$ cat src/pss_pkg.sv
package pss_pkg;

  // ****************************************
  // timing
  // ****************************************
  localparam int unsigned CLK_PERIOD_NS  = 10;
  localparam int unsigned ONE_SEC_NS     = 1_000_000_000;
  localparam int unsigned SEC_CYCLES     = ONE_SEC_NS / CLK_PERIOD_NS;
  localparam int unsigned BEEP_HALF_NS   = 100_000_000;
  localparam int unsigned BEEP_CYCLES    = BEEP_HALF_NS / CLK_PERIOD_NS;
  localparam int unsigned BEEP_COUNT     = 3;
  localparam int unsigned SEC_PER_MIN    = 60;
  localparam int unsigned SEC_W          = 12;
  localparam int unsigned NUM_TIMERS     = 5;

  // ****************************************
  // timer slots
  // ****************************************
  localparam int unsigned T_DOZE         = 0;
  localparam int unsigned T_SLEEP        = 1;
  localparam int unsigned T_SUSP         = 2;
  localparam int unsigned T_DISK         = 3;
  localparam int unsigned T_VIDEO        = 4;

  // ****************************************
  // types
  // ****************************************
  typedef enum logic [2:0] {
    ST_RUN,
    ST_DOZE,
    ST_SLEEP,
    ST_WARN,
    ST_SUSP
  } pss_state_e;

  typedef struct packed {
    logic       pm_en;
    logic [2:0] doze_sel;
    logic [2:0] sleep_sel;
    logic [2:0] susp_sel;
    logic [2:0] disk_sel;
    logic [2:0] video_sel;
    logic [1:0] ring_sel;
    logic       beep_en;
  } pss_cfg_s;

  typedef struct packed {
    logic doze;
    logic sleep;
    logic warn;
    logic suspend;
  } pss_status_s;

  localparam pss_status_s STATUS_RST = '0;

  // ****************************************
  // setting decode, result in seconds, except ring_target which gives a ring count
  // ****************************************
  function automatic logic [SEC_W-1:0] doze_secs(input logic [2:0] s);
    case (s)
      3'h1:    doze_secs = 12'h001;
      3'h2:    doze_secs = 12'h004;
      3'h3:    doze_secs = 12'h008;
      3'h4:    doze_secs = 12'h010;
      default: doze_secs = 12'h000;
    endcase
  endfunction : doze_secs

  function automatic logic [SEC_W-1:0] mins(input logic [5:0] m);
    mins = SEC_W'(m * SEC_PER_MIN);
  endfunction : mins

  function automatic logic [SEC_W-1:0] sleep_secs(input logic [2:0] s);
    case (s)
      3'h1:    sleep_secs = mins(6'h01);
      3'h2:    sleep_secs = mins(6'h02);
      3'h3:    sleep_secs = mins(6'h04);
      3'h4:    sleep_secs = mins(6'h06);
      3'h5:    sleep_secs = mins(6'h08);
      3'h6:    sleep_secs = mins(6'h0C);
      3'h7:    sleep_secs = mins(6'h10);
      default: sleep_secs = 12'h000;
    endcase
  endfunction : sleep_secs

  function automatic logic [SEC_W-1:0] susp_secs(input logic [2:0] s);
    case (s)
      3'h1:    susp_secs = mins(6'h05);
      3'h2:    susp_secs = mins(6'h0A);
      3'h3:    susp_secs = mins(6'h0F);
      3'h4:    susp_secs = mins(6'h14);
      3'h5:    susp_secs = mins(6'h1E);
      3'h6:    susp_secs = mins(6'h28);
      3'h7:    susp_secs = mins(6'h3C);
      default: susp_secs = 12'h000;
    endcase
  endfunction : susp_secs

  function automatic logic [SEC_W-1:0] video_secs(input logic [2:0] s);
    case (s)
      3'h1:    video_secs = 12'h005;
      3'h2:    video_secs = 12'h00A;
      3'h3:    video_secs = 12'h00F;
      3'h4:    video_secs = 12'h01E;
      3'h5:    video_secs = 12'h02D;
      3'h6:    video_secs = 12'h03C;
      3'h7:    video_secs = 12'h05A;
      default: video_secs = 12'h000;
    endcase
  endfunction : video_secs

  function automatic logic [2:0] ring_target(input logic [1:0] s);
    case (s)
      2'h1:    ring_target = 3'h1;
      2'h2:    ring_target = 3'h2;
      2'h3:    ring_target = 3'h4;
      default: ring_target = 3'h0;
    endcase
  endfunction : ring_target

endpackage : pss_pkg

$ cat src/pss_timeout.sv
`timescale 1ns/1ns
module pss_timeout
  import pss_pkg::*;
#(
  parameter int unsigned CW = SEC_W
) (
  input  wire logic          mclk_i,
  input  wire logic          rst_b_i,
  input  wire logic          ce_i,
  input  wire logic          tick_i,
  input  wire logic          clear_i,
  input  wire logic          run_i,
  input  wire logic [CW-1:0] limit_i,
  output logic               expired_o
);

  // ****************************************
  // seconds counter
  // ****************************************
  logic [CW-1:0] count_reg;
  logic [CW-1:0] count_next;
  logic          expired_reg;
  logic          expired_next;
  wire           step_w = run_i & tick_i & ~expired_reg;

  // counter saturates once expired, so it cannot wrap back
  assign count_next   = clear_i ? '0 : (step_w ? count_reg + 1'b1 : count_reg);
  // zero limit means disabled: never expires
  assign expired_next = ~clear_i & (limit_i != '0) & (count_next >= limit_i);
  assign expired_o    = expired_reg;

  always_ff @(posedge mclk_i or negedge rst_b_i) begin
    if (!rst_b_i) begin
      count_reg   <= '0;
      expired_reg <= 1'b0;
    end else if (ce_i) begin
      count_reg   <= count_next;
      expired_reg <= expired_next;
    end
  end

endmodule : pss_timeout

$ cat src/pss_sequencer.sv
`timescale 1ns/1ns
// Behaviour
// - saving states entered only while master power management enable set
// - doze after selected inactivity timeout; disabled never dozes
// - from doze to sleep when selected sleep timeout expires
// - from sleep to suspend when selected suspend timeout expires
// - hard disk standby after selected disk inactivity period
// - display standby after selected display inactivity period
// - any activity brings the display back from standby
// - in suspend, wake processor after selected count of modem rings
// - warning beeps before suspend when enabled, silent otherwise
module pss_sequencer
  import pss_pkg::*;
#(
  parameter int unsigned TICK_CYCLES = SEC_CYCLES,
  parameter int unsigned BEEP_HALF   = BEEP_CYCLES,
  parameter int unsigned BEEPS       = BEEP_COUNT
) (
  input  wire logic  mclk_i,
  input  wire logic  rst_b_i,
  input  wire logic  ce_i,
  input  pss_cfg_s   cfg_i,
  input  wire logic  activity_i,
  input  wire logic  disk_activity_i,
  input  wire logic  ring_i,
  output pss_status_s status_o,
  output logic       cpu_wake_o,
  output logic       disk_standby_o,
  output logic       video_standby_o,
  output logic       beep_o
);

  localparam int unsigned TW = $clog2(TICK_CYCLES + 1);
  localparam int unsigned BW = $clog2(BEEP_HALF + 1);
  localparam int unsigned HW = $clog2(2 * BEEPS + 1);

  // ****************************************
  // seconds tick
  // ****************************************
  // free running: a timeout can be up to one second short
  logic [TW-1:0] tick_cnt_reg;
  wire           tick_w = (tick_cnt_reg == TW'(TICK_CYCLES - 1));

  always_ff @(posedge mclk_i or negedge rst_b_i) begin
    if (!rst_b_i) begin
      tick_cnt_reg <= '0;
    end else if (ce_i) begin
      tick_cnt_reg <= tick_w ? '0 : tick_cnt_reg + 1'b1;
    end
  end

  // ****************************************
  // timers
  // ****************************************
  pss_state_e state_reg;
  pss_state_e state_next;
  logic [SEC_W-1:0] limit_w [NUM_TIMERS];
  logic [NUM_TIMERS-1:0] run_w;
  logic [NUM_TIMERS-1:0] clr_w;
  logic [NUM_TIMERS-1:0] exp_w;

  assign limit_w[T_DOZE]  = doze_secs(cfg_i.doze_sel);
  assign limit_w[T_SLEEP] = sleep_secs(cfg_i.sleep_sel);
  assign limit_w[T_SUSP]  = susp_secs(cfg_i.susp_sel);
  assign limit_w[T_DISK]  = mins({3'h0, cfg_i.disk_sel});
  assign limit_w[T_VIDEO] = video_secs(cfg_i.video_sel);

  // stage timers only run in the state they lead out of: doze timer in run, sleep in doze, suspend in sleep
  assign run_w = {2'b11, state_reg == ST_SLEEP, state_reg == ST_DOZE,
                  state_reg == ST_RUN};
  // any activity restarts every timer; disk access restarts disk timer
  assign clr_w = {NUM_TIMERS{activity_i}}
               | {1'b0, disk_activity_i, ~run_w[T_SUSP:T_DOZE]};

  genvar gi;
  generate
    for (gi = 0; gi < NUM_TIMERS; gi++) begin : g_tmr
      pss_timeout #(
        .CW(SEC_W)
      ) u_tmr (
        .mclk_i   (mclk_i),
        .rst_b_i  (rst_b_i),
        .ce_i     (ce_i),
        .tick_i   (tick_w),
        .clear_i  (clr_w[gi]),
        .run_i    (run_w[gi]),
        .limit_i  (limit_w[gi]),
        .expired_o(exp_w[gi])
      );
    end
  endgenerate

  // ****************************************
  // ring counting
  // ****************************************
  logic       ring_prev_reg;
  logic [2:0] ring_cnt_reg;
  wire  [2:0] ring_goal_w = ring_target(cfg_i.ring_sel);
  wire        ring_rise_w = ring_i & ~ring_prev_reg;
  wire        ring_hit_w  = (ring_goal_w != 3'h0) & ring_rise_w
                          & (ring_cnt_reg + 3'h1 == ring_goal_w);
  wire  [2:0] ring_cnt_next = (state_reg != ST_SUSP) ? 3'h0
                            : ring_cnt_reg + {2'b00, ring_rise_w};

  // ****************************************
  // warning beeps
  // ****************************************
  logic [BW-1:0] beep_cnt_reg;
  logic [HW-1:0] half_reg;
  wire           half_end_w  = (beep_cnt_reg == BW'(BEEP_HALF - 1));
  wire           beeps_done_w = half_end_w & (half_reg == HW'(2 * BEEPS - 1));
  wire           in_warn_w   = (state_reg == ST_WARN);

  // ****************************************
  // state machine
  // ****************************************
  wire quit_w = activity_i | ~cfg_i.pm_en;

  always_comb begin
    state_next = state_reg;
    case (state_reg)
      ST_RUN: begin
        if (cfg_i.pm_en && !activity_i && exp_w[T_DOZE]) begin
          state_next = ST_DOZE;
        end
      end
      ST_DOZE: begin
        if (quit_w) begin
          state_next = ST_RUN;
        end else if (exp_w[T_SLEEP]) begin
          state_next = ST_SLEEP;
        end
      end
      ST_SLEEP: begin
        if (quit_w) begin
          state_next = ST_RUN;
        end else if (exp_w[T_SUSP]) begin
          state_next = cfg_i.beep_en ? ST_WARN : ST_SUSP;
        end
      end
      ST_WARN: begin
        if (quit_w) begin
          state_next = ST_RUN;
        end else if (beeps_done_w) begin
          state_next = ST_SUSP;
        end
      end
      ST_SUSP: begin
        if (!cfg_i.pm_en || ring_hit_w) begin
          state_next = ST_RUN;
        end
      end
      default: begin
        state_next = ST_RUN;
      end
    endcase
  end

  pss_status_s status_next;
  assign status_next = '{doze:    state_next == ST_DOZE,
                         sleep:   state_next == ST_SLEEP,
                         warn:    state_next == ST_WARN,
                         suspend: state_next == ST_SUSP};

  // tone high on even halves only
  wire beep_next_w = (state_next == ST_WARN) & in_warn_w
                   & ~(half_end_w ? ~half_reg[0] : half_reg[0]);
  wire wake_next_w = (state_reg == ST_SUSP) & cfg_i.pm_en & ring_hit_w;
  // standby drops one cycle after activity is seen
  wire disk_next_w  = exp_w[T_DISK] & ~activity_i & ~disk_activity_i;
  wire video_next_w = exp_w[T_VIDEO] & ~activity_i;

  always_ff @(posedge mclk_i or negedge rst_b_i) begin
    if (!rst_b_i) begin
      state_reg       <= ST_RUN;
      status_o        <= STATUS_RST;
      ring_prev_reg   <= 1'b0;
      ring_cnt_reg    <= 3'h0;
      beep_cnt_reg    <= '0;
      half_reg        <= '0;
      cpu_wake_o      <= 1'b0;
      disk_standby_o  <= 1'b0;
      video_standby_o <= 1'b0;
      beep_o          <= 1'b0;
    end else if (ce_i) begin
      state_reg       <= state_next;
      status_o        <= status_next;
      ring_prev_reg   <= ring_i;
      ring_cnt_reg    <= ring_cnt_next;
      beep_cnt_reg    <= (!in_warn_w || half_end_w) ? '0 : beep_cnt_reg + 1'b1;
      half_reg        <= !in_warn_w ? '0 : half_reg + HW'(half_end_w);
      cpu_wake_o      <= wake_next_w;
      disk_standby_o  <= disk_next_w;
      video_standby_o <= video_next_w;
      beep_o          <= beep_next_w;
    end
  end

  // ****************************************
  // checks
  // ****************************************
  property p_pm_off;
    @(posedge mclk_i) disable iff (!rst_b_i)
    (ce_i && !cfg_i.pm_en) |=> (state_reg == ST_RUN) && !status_o.suspend;
  endproperty
  a_pm_off: assert property (p_pm_off) else $error("saving state with pm off");

  property p_doze;
    @(posedge mclk_i) disable iff (!rst_b_i)
    (ce_i && state_reg == ST_RUN && cfg_i.pm_en && !activity_i
      && exp_w[T_DOZE]) |=> status_o.doze;
  endproperty
  a_doze: assert property (p_doze) else $error("doze not entered");

  property p_doze_off;
    @(posedge mclk_i) disable iff (!rst_b_i)
    (state_reg == ST_RUN && cfg_i.doze_sel == 3'h0) |=> !status_o.doze;
  endproperty
  a_doze_off: assert property (p_doze_off) else $error("doze while off");

  property p_sleep;
    @(posedge mclk_i) disable iff (!rst_b_i)
    (ce_i && state_reg == ST_DOZE && !quit_w && exp_w[T_SLEEP])
      |=> status_o.sleep && !status_o.doze;
  endproperty
  a_sleep: assert property (p_sleep) else $error("sleep not entered");

  property p_susp;
    @(posedge mclk_i) disable iff (!rst_b_i)
    (ce_i && state_reg == ST_SLEEP && !quit_w && exp_w[T_SUSP])
      |=> (cfg_i.beep_en ? status_o.warn : status_o.suspend);
  endproperty
  a_susp: assert property (p_susp) else $error("suspend step wrong");

  property p_disk;
    @(posedge mclk_i) disable iff (!rst_b_i)
    (ce_i && disk_activity_i) |=> !disk_standby_o ##1 !exp_w[T_DISK];
  endproperty
  a_disk: assert property (p_disk) else $error("disk standby kept");

  property p_video;
    @(posedge mclk_i) disable iff (!rst_b_i)
    (ce_i && exp_w[T_VIDEO] && !activity_i) |=> video_standby_o;
  endproperty
  a_video: assert property (p_video) else $error("video standby late");

  property p_video_wake;
    @(posedge mclk_i) disable iff (!rst_b_i)
    (ce_i && video_standby_o && activity_i) |=> !video_standby_o;
  endproperty
  a_video_wake: assert property (p_video_wake) else $error("no wake");

  property p_ring;
    @(posedge mclk_i) disable iff (!rst_b_i)
    (ce_i && state_reg == ST_SUSP && cfg_i.pm_en && ring_hit_w)
      |=> cpu_wake_o && state_reg == ST_RUN;
  endproperty
  a_ring: assert property (p_ring) else $error("ring wake missed");

  property p_beep;
    @(posedge mclk_i) disable iff (!rst_b_i)
    beep_o |-> status_o.warn && cfg_i.beep_en;
  endproperty
  a_beep: assert property (p_beep) else $error("beep outside warning");

  property p_wake;
    @(posedge mclk_i) disable iff (!rst_b_i)
    (ce_i && activity_i && (status_o.doze || status_o.sleep))
      |=> !status_o.doze && !status_o.sleep && (exp_w == '0);
  endproperty
  a_wake: assert property (p_wake) else $error("activity ignored");

endmodule : pss_sequencer

$ cat config.mk
export PLATFORM = sky130hd
export DESIGN_NAME = pss_sequencer
export DESIGN_NICKNAME = d
export VERILOG_FILES = /design/src/pss_pkg.sv /design/src/pss_timeout.sv /design/src/pss_sequencer.sv
export SDC_FILE = /design/constraint.sdc
export NUM_CORES = 1
export LEC_CHECK = 0
export BUFFER_PORTS_ARGS = -buffer_cell sky130_fd_sc_hd__buf_2
export CELL_PAD_IN_SITES_DETAIL_PLACEMENT = 0
export CELL_PAD_IN_SITES_GLOBAL_PLACEMENT = 2
export CORE_MARGIN = 5
export CORE_UTILIZATION = 36
export DETAILED_ROUTE_END_ITERATION = 7
export GPL_ROUTABILITY_DRIVEN = 0
export PLACE_DENSITY_LB_ADDON = 0.1
export SLEW_MARGIN = 30
export SYNTH_ARGS = -nofsm -noshare
export SYNTH_HDL_FRONTEND = slang
export SYNTH_HIERARCHICAL = 1
export SYNTH_SLANG_ARGS = --single-unit
$ cat constraint.sdc
create_clock -name mclk_i -period 4.2 [get_ports mclk_i]
set_clock_uncertainty 0.1 [all_clocks]
set_input_delay 0.42 -clock mclk_i [delete_from_list [all_inputs] [get_ports mclk_i]]
set_output_delay 0.42 -clock mclk_i [all_outputs]
set_load 0.02 [all_outputs]
# [Word level (Yosys, flattened, before mapping)]
# Cells that the tools add are included.
[totals] reg_bits=134 input_bits=25
[classes] n_addsub=10 multipliers=1 order_cmp=5 n_eq_ne=41 muxes=30 bitwise=48 n_reduce_logical=14
[ops] operator="12-bit two-way mux" count=10
[ops] operator="12-bit one-hot mux with 7 select lines" count=1
[ops] operator="10-bit one-hot mux with 7 select lines" count=1
[ops] operator="12-bit by 1-bit adder with 12-bit output (second input constant)" count=5
[ops] operator="12-bit nonzero test" count=5
[ops] operator="7-bit one-hot mux with 7 select lines" count=1
[ops] operator="3-bit == test (second input constant)" count=16
[ops] operator="3-bit by 2-bit == test with 1-bit output (second input constant)" count=12
[ops] operator="3-bit two-way mux" count=11
[ops] operator="1-bit AND" count=29
[ops] operator="27-bit by 1-bit adder with 27-bit output (second input constant)" count=1
[ops] operator="27-bit == test (second input constant)" count=1
[ops] operator="27-bit two-way mux" count=1
[ops] operator="24-bit by 1-bit adder with 24-bit output (second input constant)" count=1
[ops] operator="24-bit == test (second input constant)" count=1
[ops] operator="24-bit two-way mux" count=1
[ops] operator="5-bit one-hot mux with 4 select lines" count=1
[ops] operator="3-bit by 1-bit == test with 1-bit output (second input constant)" count=6
[ops] operator="1-bit inverter" count=16
[ops] operator="3-bit one-hot mux with 5 select lines" count=1
[ops] operator="12-bit by 10-bit greater-or-equal comparator with 1-bit output" count=1
[ops] operator="12-bit greater-or-equal comparator" count=1
[ops] operator="12-bit by 5-bit greater-or-equal comparator with 1-bit output" count=1
[ops] operator="12-bit by 7-bit greater-or-equal comparator with 1-bit output" count=1
[ops] operator="other kinds (18)" count=24

# [Longest topological paths before layout]
# Gate-level depths: netlist (run 1).
[logic_depth] depth_word=11 ltp_mapped=14

# [By module]
# The synthesis (run 1) kept the hierarchy.
[modules_own_cells] mod="pss_sequencer" instances=1 cells_each=481 area_per_inst_um2=4274.1 seq_area_each_um2=1726.7
[modules_own_cells] mod="pss_timeout (g_tmr[1].u_tmr ...)" instances=3 cells_each=148 area_per_inst_um2=1263.7 seq_area_each_um2=325.3
[modules_own_cells] mod="pss_timeout (g_tmr[0].u_tmr ...)" instances=2 cells_each=143 area_per_inst_um2=1207.4 seq_area_each_um2=325.3

# [Worst setup path after synthesis (run 1)]
# Ideal clock, no wire load.
[synth_timing] path_type="register -> register" startpoint="reg tick_cnt_reg[0]" endpoint="reg g_tmr[4].u_tmr.expired_reg" setup_time_ns=0.127 arrival_ns=3.915 path_slack_ns=0.058 stages_incl_launch_ff=15 path_buffers=1 synth_period_minus_slack_ns=4.142 cell_sequence="dfrtp_1 > ha_1 > nor4b_1 > nand3_1 > nor4_2 > and3b_1 > buf_4 > nand2_1 > or4_1 > a21oi_1 > ha_1 > a21oi_1 > o21ai_0 > a311oi_1 > o2bb2ai_1"
[synth_between] elab_chain_len=6
[synth_rtl] element="from (decl)" line_no="pss_sequencer.sv:41" source="logic [TW-1:0] tick_cnt_reg;"
[synth_rtl] element="from (signal assigned)" line_no="pss_sequencer.sv:48" source="tick_cnt_reg <= tick_w ? '0 : tick_cnt_reg + 1'b1;"
[synth_rtl] element="27-bit == test" line_no="pss_sequencer.sv:42" source="wire tick_w = (tick_cnt_reg == TW'(TICK_CYCLES - 1));"
[synth_rtl] element="via tick_w" line_no="pss_sequencer.sv:42"
[synth_rtl] element="1-bit AND" line_no="pss_timeout.sv:24" source="wire step_w = run_i & tick_i & ~expired_reg;"
[synth_rtl] element="12-bit two-way mux (2 in series)" line_no="pss_timeout.sv:27" source="assign count_next = clear_i ? '0 : (step_w ? count_reg + 1'b1 : count_reg);"
[synth_rtl] element="via g_tmr[4].u_tmr.count_next[11]" line_no="pss_timeout.sv:21" source="logic [CW-1:0] count_next;"
[synth_rtl] element="12-bit by 7-bit greater-or-equal comparator with 1-bit output" line_no="pss_timeout.sv:29" source="assign expired_next = ~clear_i & (limit_i != '0) & (count_next >= limit_i);"
[synth_rtl] element="1-bit AND" line_no="pss_timeout.sv:29"
[synth_rtl] element="to (signal assigned)" line_no="pss_timeout.sv:38" source="expired_reg <= expired_next;"
[synth_rtl] element="to (decl)" line_no="pss_timeout.sv:22" source="logic expired_reg;"
# The timed path passes the listed nets, and every way through them passes these cells.
# A chain may end at the register's enable or synchronous reset.

# [Final worst setup path (run 1)]
# Same ends and word-level chain as after synthesis.

==> metrics.yaml, run 1 <==
detailed_routing:
  drtIter0Drc: 413
  drtAntennaViolNets: 0
  drc_errors: 0
  totalWireLength_mm: 25.33
  via_per_inst: 5.145
  first_pass_iters: 5
  wl_per_cell_um: 15.11
  vias: 8628
logic_synthesis:
  ys.flop_type: "dfrtp_1"
  async_flop_share_pct: 100.0
  synth_area_leaders: "dfrtp_1 (32%), ha_1 (9.3%), nor2_1 (4.1%)"
  ys_ff_latch: 134
  avgSynthCellArea_um2: 8.654
  yosysWarnings: 6
  ys_seq_area_share_pct: 32.00
  yosysUniqueCellTypes: 78
  yosysTopAreaCellShare_pct: 32.00
  synth-edff-count: 0
  synthCells: 1211
  yosysTopAreaCell: "dfrtp_1"
  synth_area_um2: 10480
cts:
  clkTransAtPathRegs_ns: 0.06
  cts_tree: "built"
  insertion_delay_ns: 0.43
  cts_sinks: 134
  h-tree-depth: 4
  numCtsBuffers: 17
  cts_buffer_depth: 2
  post_cts_buffers: 0
  cts_root_buf: "clkbuf_16"
flow_run:
  drv_cap: 0
floorplan:
  ioPinCount: 33
  die_x_um: 180.6
  die_y_um: 180.6
  initial_core_util_pct: 36.51
  die-area_um2: 32620
  core.rowCount: 62
  core_um2: 28700
power:
  total_power_mw: 3.205
  power_leakage_nw: 5.309
  power_density_nw_per_um2: 270.5
  irDropWorstVdd_uv: 255.5
global_routing:
  grt_pass1_vias: 8401
  grt_max_degree: 80
  grt_usage_pct: 15.75
  antenna_found_initial: 0
  grt_remaining_overflow: 0
  grt_pass1_wl_mm: 43.01
sta:
  slew-limit-headroom_pct: 45.81
  slew_violations: 0
  min_period_over_period_pct: 89.69
  worst_pin_slew_ns: 0.8128
  rsz0062_at_grt: "no"
  max_freq_mhz: 265.5
  min_period_ns: 3.767
  setup_tns_ns: 0
  setup_viol: 0
  hold_viol: 0
setup_path:
  reg2reg_depth: 14
  startpoint_type: "flip-flop"
  worstPathRequired_ns: 4.41
  endpoint_kind: "flip-flop"
  arrival_ns: 3.97
  cp_max_fo: 18
  critPathKind: "reg -> reg"
cells_and_area:
  antennaDiodeCount: 0
  finalNonFillerCells: 1677
  area_growth_pct: 13.03
  largest_reg_flops: 60
  nNetsFinal: 1386
  drive_gt1_share_pct: 11.06
hold_path:
  hold_path.class: "in -> reg"
  holdPathStages: 2
status:
  status: "finished clean"
placed_design:
  place_hpwl_mm: 18.17
  portBuffers: 32
  dp.cells: 1644
## path summary, 6_finish.rpt
path / slack, ns / to / from
min: 0.17 / ring_prev_reg / ring_i
min in group asynchronous: 0.52 / g_tmr[2].u_tmr/count_reg[2] / rst_b_i
min reg2reg: 0.40 / disk_standby_o / disk_standby_o
max in group asynchronous: 2.52 / beep_cnt_reg[11] / rst_b_i
max: 0.43 / g_tmr[4].u_tmr/expired_o / tick_cnt_reg[0]
max reg2reg: 0.43 / g_tmr[4].u_tmr/expired_o / tick_cnt_reg[0]
## through the flow
step / area (um2) / worst slack [ns] / hold slack, ns / utilization [%]
global placement: 11240 / 0.4438 / 0.3808 / 39.15
floorplan: 10680 / 0.05831 / 0.02441 / -
detailed placement: 11240 / 0.3490 / 0.3868 / 39.16
CTS: 11840 / 0.3226 / 0.1503 / 41.26
global route: 11850 / 0.08085 / 0.1577 / 41.27
finish: 11850 / 0.4332 / 0.1695 / 41.27
## worst max-delay path: stages, from the launching register on
cell and delay (ns):
dfrtp_1 0.41, ha_1 0.21, nor4b_1 0.27, nand3_1 0.17, nor4_4 0.33, buf_12 0.22, and3b_2 0.30, nand2_1 0.12
or4_1 0.52, a21oi_1 0.16, ha_1 0.25, a21oi_1 0.13, o21ai_0 0.13, a311oi_1 0.23, o2bb2ai_1 0.10
## cell usage in the layout, fill, tap and decap left out, drive strengths merged, types with 21 or more instances in the layout
master   netlist  final
nand3         45     45
nand4         31     31
dfrtp        134    134
a21oi         59     59
xor2          35     35
o21ai         62     62
inv           95    101
ha            78     78
conb           2     54
nor4          26     26
o2bb2ai       32     32
nor3          21     21
nor2         114    114
mux2i         21     21
xnor2         40     40
a31oi         24     24
nand2b        28     28
nand2        107    107
buf           24     44
## power by group
part / internal, mW / switching (mW)
clock network: 0.888 / 0.639
registers: 1.32 / 0.0367
logic: 0.117 / 0.203
total: 2.33 / 0.879
## kinds of logic after synthesis
family | after synthesis | share of synthesized area [%]
adder cells (fa/ha/maj) | 81 | 9.885
buffers and inverters | 142 | 5.396
XOR/XNOR | 75 | 6.268
other | 2 | 0.07166
flip-flops | 134 | 32.00
AO/OA/AOI/OAI | 252 | 16.09
multiplexers | 34 | 3.403
AND/OR/NAND/NOR | 491 | 26.89
## Yosys cell counts (all sizes together), types with 5 or more instances
library cell  count
or3              14
a2111o            5
and2             13
o22ai             6
a221o             5
o2bb2ai          32
nand3            45
a311oi            5
or4              13
and4              9
o21ai            62
dfrtp           134
nand4            31
nand2b           28
nand2           107
clkbuf           23
nor3             21
a31oi            24
nor4b             5
nor2b            11
nand3b            7
xor2             35
a21oi            59
and3b             7
mux2             13
nand4b            6
nor4             26
mux2i            21
inv              95
a21o              7
and3             17
o311ai            8
ha               78
o31ai            11
xnor2            40
nor3b            10
buf              24
nor2            114
## area by class of cell
class                           instances  area [um2]
Tap cell                              384       480.5
Timing Repair Buffer                   45       291.5
Clock inverter                         15       167.7
Sequential cell                       134        3353
Fill cell                            2945       16860
Clock buffer                           17       425.4
Multi-Input combinational cell        987        6770
Inverter                               95       356.6
## repair_timing
action                                  CTS  global route
hold endpoints to repair                 14             0
gates resized for setup                   0             1
hold buffers                              1             0
endpoints found under the setup margin    0             1
## per-layer routing
layer	share of wire, %	global-route usage (%)	wire length, um	up-vias
met1	52	22.72	13120	4070
met5	0	0	0	-
li1	-	-	-	4470
met4	0.82	3.448	208	0
met2	45	24.95	11470	76
met3	2.1	2.503	532	12
Note: power is estimated with default switching activity, not from simulation.
==> run 2: changes to the inputs <==
- CORE_ASPECT_RATIO: default -> 0.9
==> run 2 against run 1 <==
  * The flow now finishes with violations (hold timing)
  * Critical path type unchanged
  * Sequential share of layout area about the same
  * Core utilization decreased by 0.099 points
  * Worst setup slack got worse by 0.030 ns
  * Non-clock buffer count decreased by 1
  * Flip-flop and latch count unchanged
  * Largest cell class unchanged
==> metrics.yaml, run 2 (synthesized netlist as in run 1, its figures left out) <==
status:
  status: "complete, but fails checks"
  violations: "hold timing"
cells_and_area:
  register_area_um2: 3353
  finalInstanceArea_um2: 11850
  nNetsFinal: 1385
  final_cell_mix: "dfrtp_1 (134), nor2_1 (114), nand2_1 (105)"
  largest_reg_flops: 60
  n_fill_cell: 2949
  drive_gt1_share_pct: 10.84
  final_util_pct: 41.17
  final_common_cell: "dfrtp_1"
  area_growth_pct: 13.10
  multiInputGateArea_um2: 6765
  antennaDiodeCount: 0
  finalNonFillerCells: 1658
sta:
  hold_viol: 22
  min_period_over_period_pct: 90.41
  worst_pin_slew_ns: 0.8092
  holdWs_ns: -0.01847
  slew-limit-headroom_pct: 45.64
  setup_tns_ns: 0
  slew_violations: 0
  min_period_ns: 3.797
  max_freq_mhz: 263.4
  rsz0062_at_grt: "no"
  setup_viol: 0
cts:
  cts_root_buf: "clkbuf_16"
  h-tree-depth: 4
  cts_tree: "built"
  cts_sinks: 134
  insertion_delay_ns: 0.43
  cts_hold_buffers: 0
  cts-resized-gates: 0
  numCtsBuffers: 17
  clkTransAtPathRegs_ns: 0.07
  post_cts_buffers: 0
  cts_buffer_depth: 2
setup_path:
  slowest_delay_ns: 0.51
  critPathKind: "reg -> reg"
  cp_slowest_cell: "or4_1"
  endpoint_kind: "flip-flop"
  startpoint_type: "flip-flop"
  cp_max_fo: 18
  critPathTopFamily: "simple AND/OR/NAND/NOR gates"
  cp_num_buf_inv: 1
  startpoint: "tick_cnt_reg[0]"
  arrival_ns: 4.01
  worstPathRequired_ns: 4.41
  worstPathCellList: "ha_1, nor4b_1, nand3_1, nor4_4, buf_12, and3b_1, nand2_1, or4_1, a21oi_1, ha_1, a21oi_1, o21ai_0, a311oi_1, o2bb2ai_1"
  r2r-start: "tick_cnt_reg[0]"
detailed_routing:
  vias: 8584
  drtAntennaViolNets: 0
  via_per_inst: 5.177
  totalWireLength_mm: 25.14
  drc_errors: 0
  drtIter0Drc: 492
  first_pass_iters: 5
  wl_per_cell_um: 15.16
floorplan:
  core_um2: 28790
  initial_core_util_pct: 36.40
  core.rowCount: 59
  ioPinCount: 33
  die_y_um: 171.9
  die_x_um: 189.9
  die-area_um2: 32630
power:
  irDropWorstVdd_uv: 266.1
  power_leakage_nw: 5.327
  power_density_nw_per_um2: 280.8
global_routing:
  antenna_found_initial: 0
  grt_pass1_wl_mm: 42.80
  grt_max_degree: 90
  grt_usage_pct: 15.94
  grt_pass1_vias: 8285
  grt_remaining_overflow: 0
placed_design:
  placed_area_um2: 11210
  portBuffers: 32
  dp.cells: 1626
  place_hpwl_mm: 18.14
hold_path:
  hold_path.class: "in -> async"
flow_run:
  drv_cap: 0
run 2: worst register-to-register path, cell delays in order (launching register included):
cell	delay [ns]
dfrtp_1	0.39
ha_1	0.22
nor4b_1	0.24
nand3_1	0.16
nor4_4	0.33
buf_12	0.21
and3b_1	0.36
nand2_1	0.16
or4_1	0.51
a21oi_1	0.17
ha_1	0.26
a21oi_1	0.13
o21ai_0	0.13
a311oi_1	0.23
o2bb2ai_1	0.11
run 2: routing by layer:
metal  global-route usage [%]  up-vias  routed length, um
met5                        0        -                  0
met4                    3.553        0                218
met3                    2.543       15                485
met2                    25.71       68              11300
met1                    22.71     4029              13140
li1                         -     4472                  -
run 2: where the power goes:
part	internal [mW]	switching [mW]	total [mW]	leakage, nW
logic	0.117	0.203	0.320	3.17
clock network	1.02	0.632	1.65	0.305
registers	1.32	0.0356	1.36	1.85
run 2: worst paths after layout:
path / endpoint / slack (ns) / cells after the start
max reg2reg: g_tmr[0].u_tmr/expired_o / 0.40 / 14
min: g_tmr[3].u_tmr/count_reg[8] / -0.02 / 1
min in group mclk_i: ring_prev_reg / 0.14 / 2
max: g_tmr[0].u_tmr/expired_o / 0.40 / 14
max in group asynchronous: g_tmr[4].u_tmr/count_reg[7] / 3.27 / 2
min reg2reg: disk_standby_o / 0.39 / 1
run 2: per-stage QoR:
stage,total power [mW],hold WS (ns),setup WS (ns)
2_1_floorplan,1.586,0.02441,0.05831
3_3_place_gp,1.707,0.3725,0.4538
3_5_place_dp,1.705,0.3764,0.3933
4_1_cts,3.379,0.02664,0.3816
5_1_grt,3.494,0.03766,0.03306
6_report,3.328,-0.01847,0.4029
run 2: cell type report:
| type | count | share of cell area, % |
|---|---|---|
| inverter | 95 | 3.009 |
| multi-input combinational | 987 | 57.08 |
| clock buffer | 19 | 3.737 |
| timing repair buffer | 44 | 2.396 |
| tap | 366 | 3.864 |
| clock inverter | 13 | 1.626 |
| sequential | 134 | 28.29 |
==> run 3: changes to the inputs <==
- PLACE_DENSITY_LB_ADDON: 0.1 -> 0.25
==> run 3 against run 2 <==
  * The run now ends clean
  * Maximum frequency decreased by 0.97%
  * Count of clock-buffer cells in the layout decreased by 1
  * Die area unchanged
  * Routed wire length decreased by 2.6%
  * Power decreased by 3.6%
  * Worst setup slack got worse by 0.037 ns
  * First-iteration DRC count decreased by 24%
  * Final cell count about the same
==> metrics.yaml, run 3 (synthesized netlist as in run 1, its figures left out) <==
status:
  status: "finished clean"
cells_and_area:
  multiInputGateArea_um2: 6769
  antennaDiodeCount: 0
  largest_reg_flops: 60
  nNetsFinal: 1384
  final_cell_mix: "dfrtp_1 (134), nor2_1 (114), nand2_1 (105)"
  final_common_cell: "dfrtp_1"
  drive_gt1_share_pct: 10.77
  area_growth_pct: 12.80
  register_area_um2: 3353
  n_fill_cell: 2926
setup_path:
  cp_max_fo: 18
  arrival_ns: 4.04
  endpoint_kind: "flip-flop"
  critPathKind: "reg -> reg"
  worstPathRequired_ns: 4.40
  startpoint_type: "flip-flop"
cts:
  post_cts_buffers: 0
  clkTransAtPathRegs_ns: 0.07
  insertion_delay_ns: 0.43
  cts_root_buf: "clkbuf_16"
  numCtsBuffers: 17
  cts_tree: "built"
  cts_buffer_depth: 2
  cts-resized-gates: 0
  h-tree-depth: 4
  cts_sinks: 134
power:
  p_switching_mw: 0.8772
  power_density_nw_per_um2: 271.3
  total_power_mw: 3.208
  combPwrFrac_pct: 9.9
  seqPwrFrac_pct: 42.3
  p_int_mw: 2.330
  irDropWorstVdd_uv: 301.3
  p_sw_share_pct: 27.35
  power_leakage_nw: 5.301
  pwr-share-clk_pct: 47.7
detailed_routing:
  first_pass_iters: 5
  totalWireLength_mm: 24.48
  vias: 8546
  drtAntennaViolNets: 0
  drtIter0Drc: 374
  drc_errors: 0
  wl_per_cell_um: 14.77
  via_per_inst: 5.158
flow_run:
  drv_cap: 0
global_routing:
  antenna_found_initial: 0
  grt_max_degree: 81
  grt_pass1_vias: 8383
  grt_pass1_wl_mm: 41.70
  grt_remaining_overflow: 0
  grt_usage_pct: 15.49
sta:
  setup_ws_ns: 0.3656
  worst_pin_slew_ns: 0.8362
  slew-limit-headroom_pct: 43.83
  rsz0062_at_grt: "no"
  setup_tns_ns: 0
  slew_violations: 0
  min_period_ns: 3.834
  setup_viol: 0
  hold_viol: 0
  min_period_over_period_pct: 91.29
  max_freq_mhz: 260.8
floorplan:
  initial_core_util_pct: 36.40
  die-area_um2: 32630
  ioPinCount: 33
  die_y_um: 171.9
  core.rowCount: 59
  die_x_um: 189.9
  core_um2: 28790
placed_design:
  dp_slack_ns: 0.3809
  portBuffers: 32
  place_hpwl_mm: 17.41
hold_path:
  hold_path.class: "in -> reg"
run 3: cell count changes in the layout (fill, tap and decap cells not counted), moves of 2 or more:
cell / previous run / this run
buf_4: 10 / 7
bufinv_16: 4 / 2
clkbuf_8: 2 / 0
inv_8: 0 / 2
run 3: critical path, cell delays in order, from the launching register on:
cell	delay (ns)
dfrtp_1	0.40
ha_1	0.20
nor4b_1	0.25
nand3_1	0.17
nor4_4	0.33
buf_12	0.21
and3b_1	0.37
nand2_1	0.15
or4_1	0.53
a21oi_1	0.16
ha_1	0.25
a21oi_1	0.12
o21ai_0	0.12
a311oi_1	0.23
o2bb2ai_1	0.10
run 3: what timing repair did:
| action | 4_1_cts | 5_1_grt |
|---|---|---|
| hold endpoints to repair | 54 | 0 |
| hold buffers | 1 | 0 |
| setup endpoints to repair | 0 | 0 |
run 3: area by class of cell:
cell class | count | share of cell area [%]
clock buffer | 18 | 3.630
clock inverter | 14 | 1.408
inverter | 95 | 3.017
multi-input combinational | 987 | 57.26
sequential | 134 | 28.37
tap | 366 | 3.874
timing repair buffer | 43 | 2.445
run 3: stage by stage:
| stage | utilization (%) | hold WS [ns] | cells | area, um2 |
|---|---|---|---|---|
| 2_1_floorplan | - | 0.02441 | 1263 | 10680 |
| 3_3_place_gp | 38.94 | 0.3262 | 1624 | 11210 |
| 3_5_place_dp | 38.96 | 0.3306 | 1624 | 11220 |
| 4_1_cts | 41.06 | 0.1101 | 1657 | 11820 |
| 5_1_grt | 41.06 | 0.1224 | 1657 | 11820 |
| 6_report | 41.06 | 0.1328 | 1657 | 11820 |
run 3: routing by layer:
layer	wire (um)	vias up	GRT usage (%)
met3	576	15	2.624
met5	0	-	0
met1	12340	3996	21.51
li1	-	4454	-
met4	199	0	3.396
met2	11360	81	25.57
run 3: final timing paths:
| path | startpoint | to | slack (ns) | cells past startpoint |
|---|---|---|---|---|
| min in group asynchronous | rst_b_i | g_tmr[3].u_tmr/count_reg[9] | 0.43 | 2 |
| worst max register to register | tick_cnt_reg[0] | g_tmr[0].u_tmr/expired_o | 0.37 | 14 |
| worst min-delay path | ring_i | ring_prev_reg | 0.13 | 2 |
| max in group asynchronous | rst_b_i | g_tmr[2].u_tmr/count_reg[3] | 2.71 | 3 |
| worst min register to register | half_reg[2] | half_reg[2] | 0.39 | 1 |
| worst max-delay path | tick_cnt_reg[0] | g_tmr[0].u_tmr/expired_o | 0.37 | 14 |
run 3: power groups by stage:
stage / registers [mW] / logic, mW / clock network [mW]
2_1_floorplan: 1.37 / 0.214 / 0
3_3_place_gp: 1.38 / 0.324 / 0
3_5_place_dp: 1.38 / 0.324 / 0
4_1_cts: 1.36 / 0.327 / 1.59
5_1_grt: 1.36 / 0.376 / 1.64
6_report: 1.36 / 0.319 / 1.53
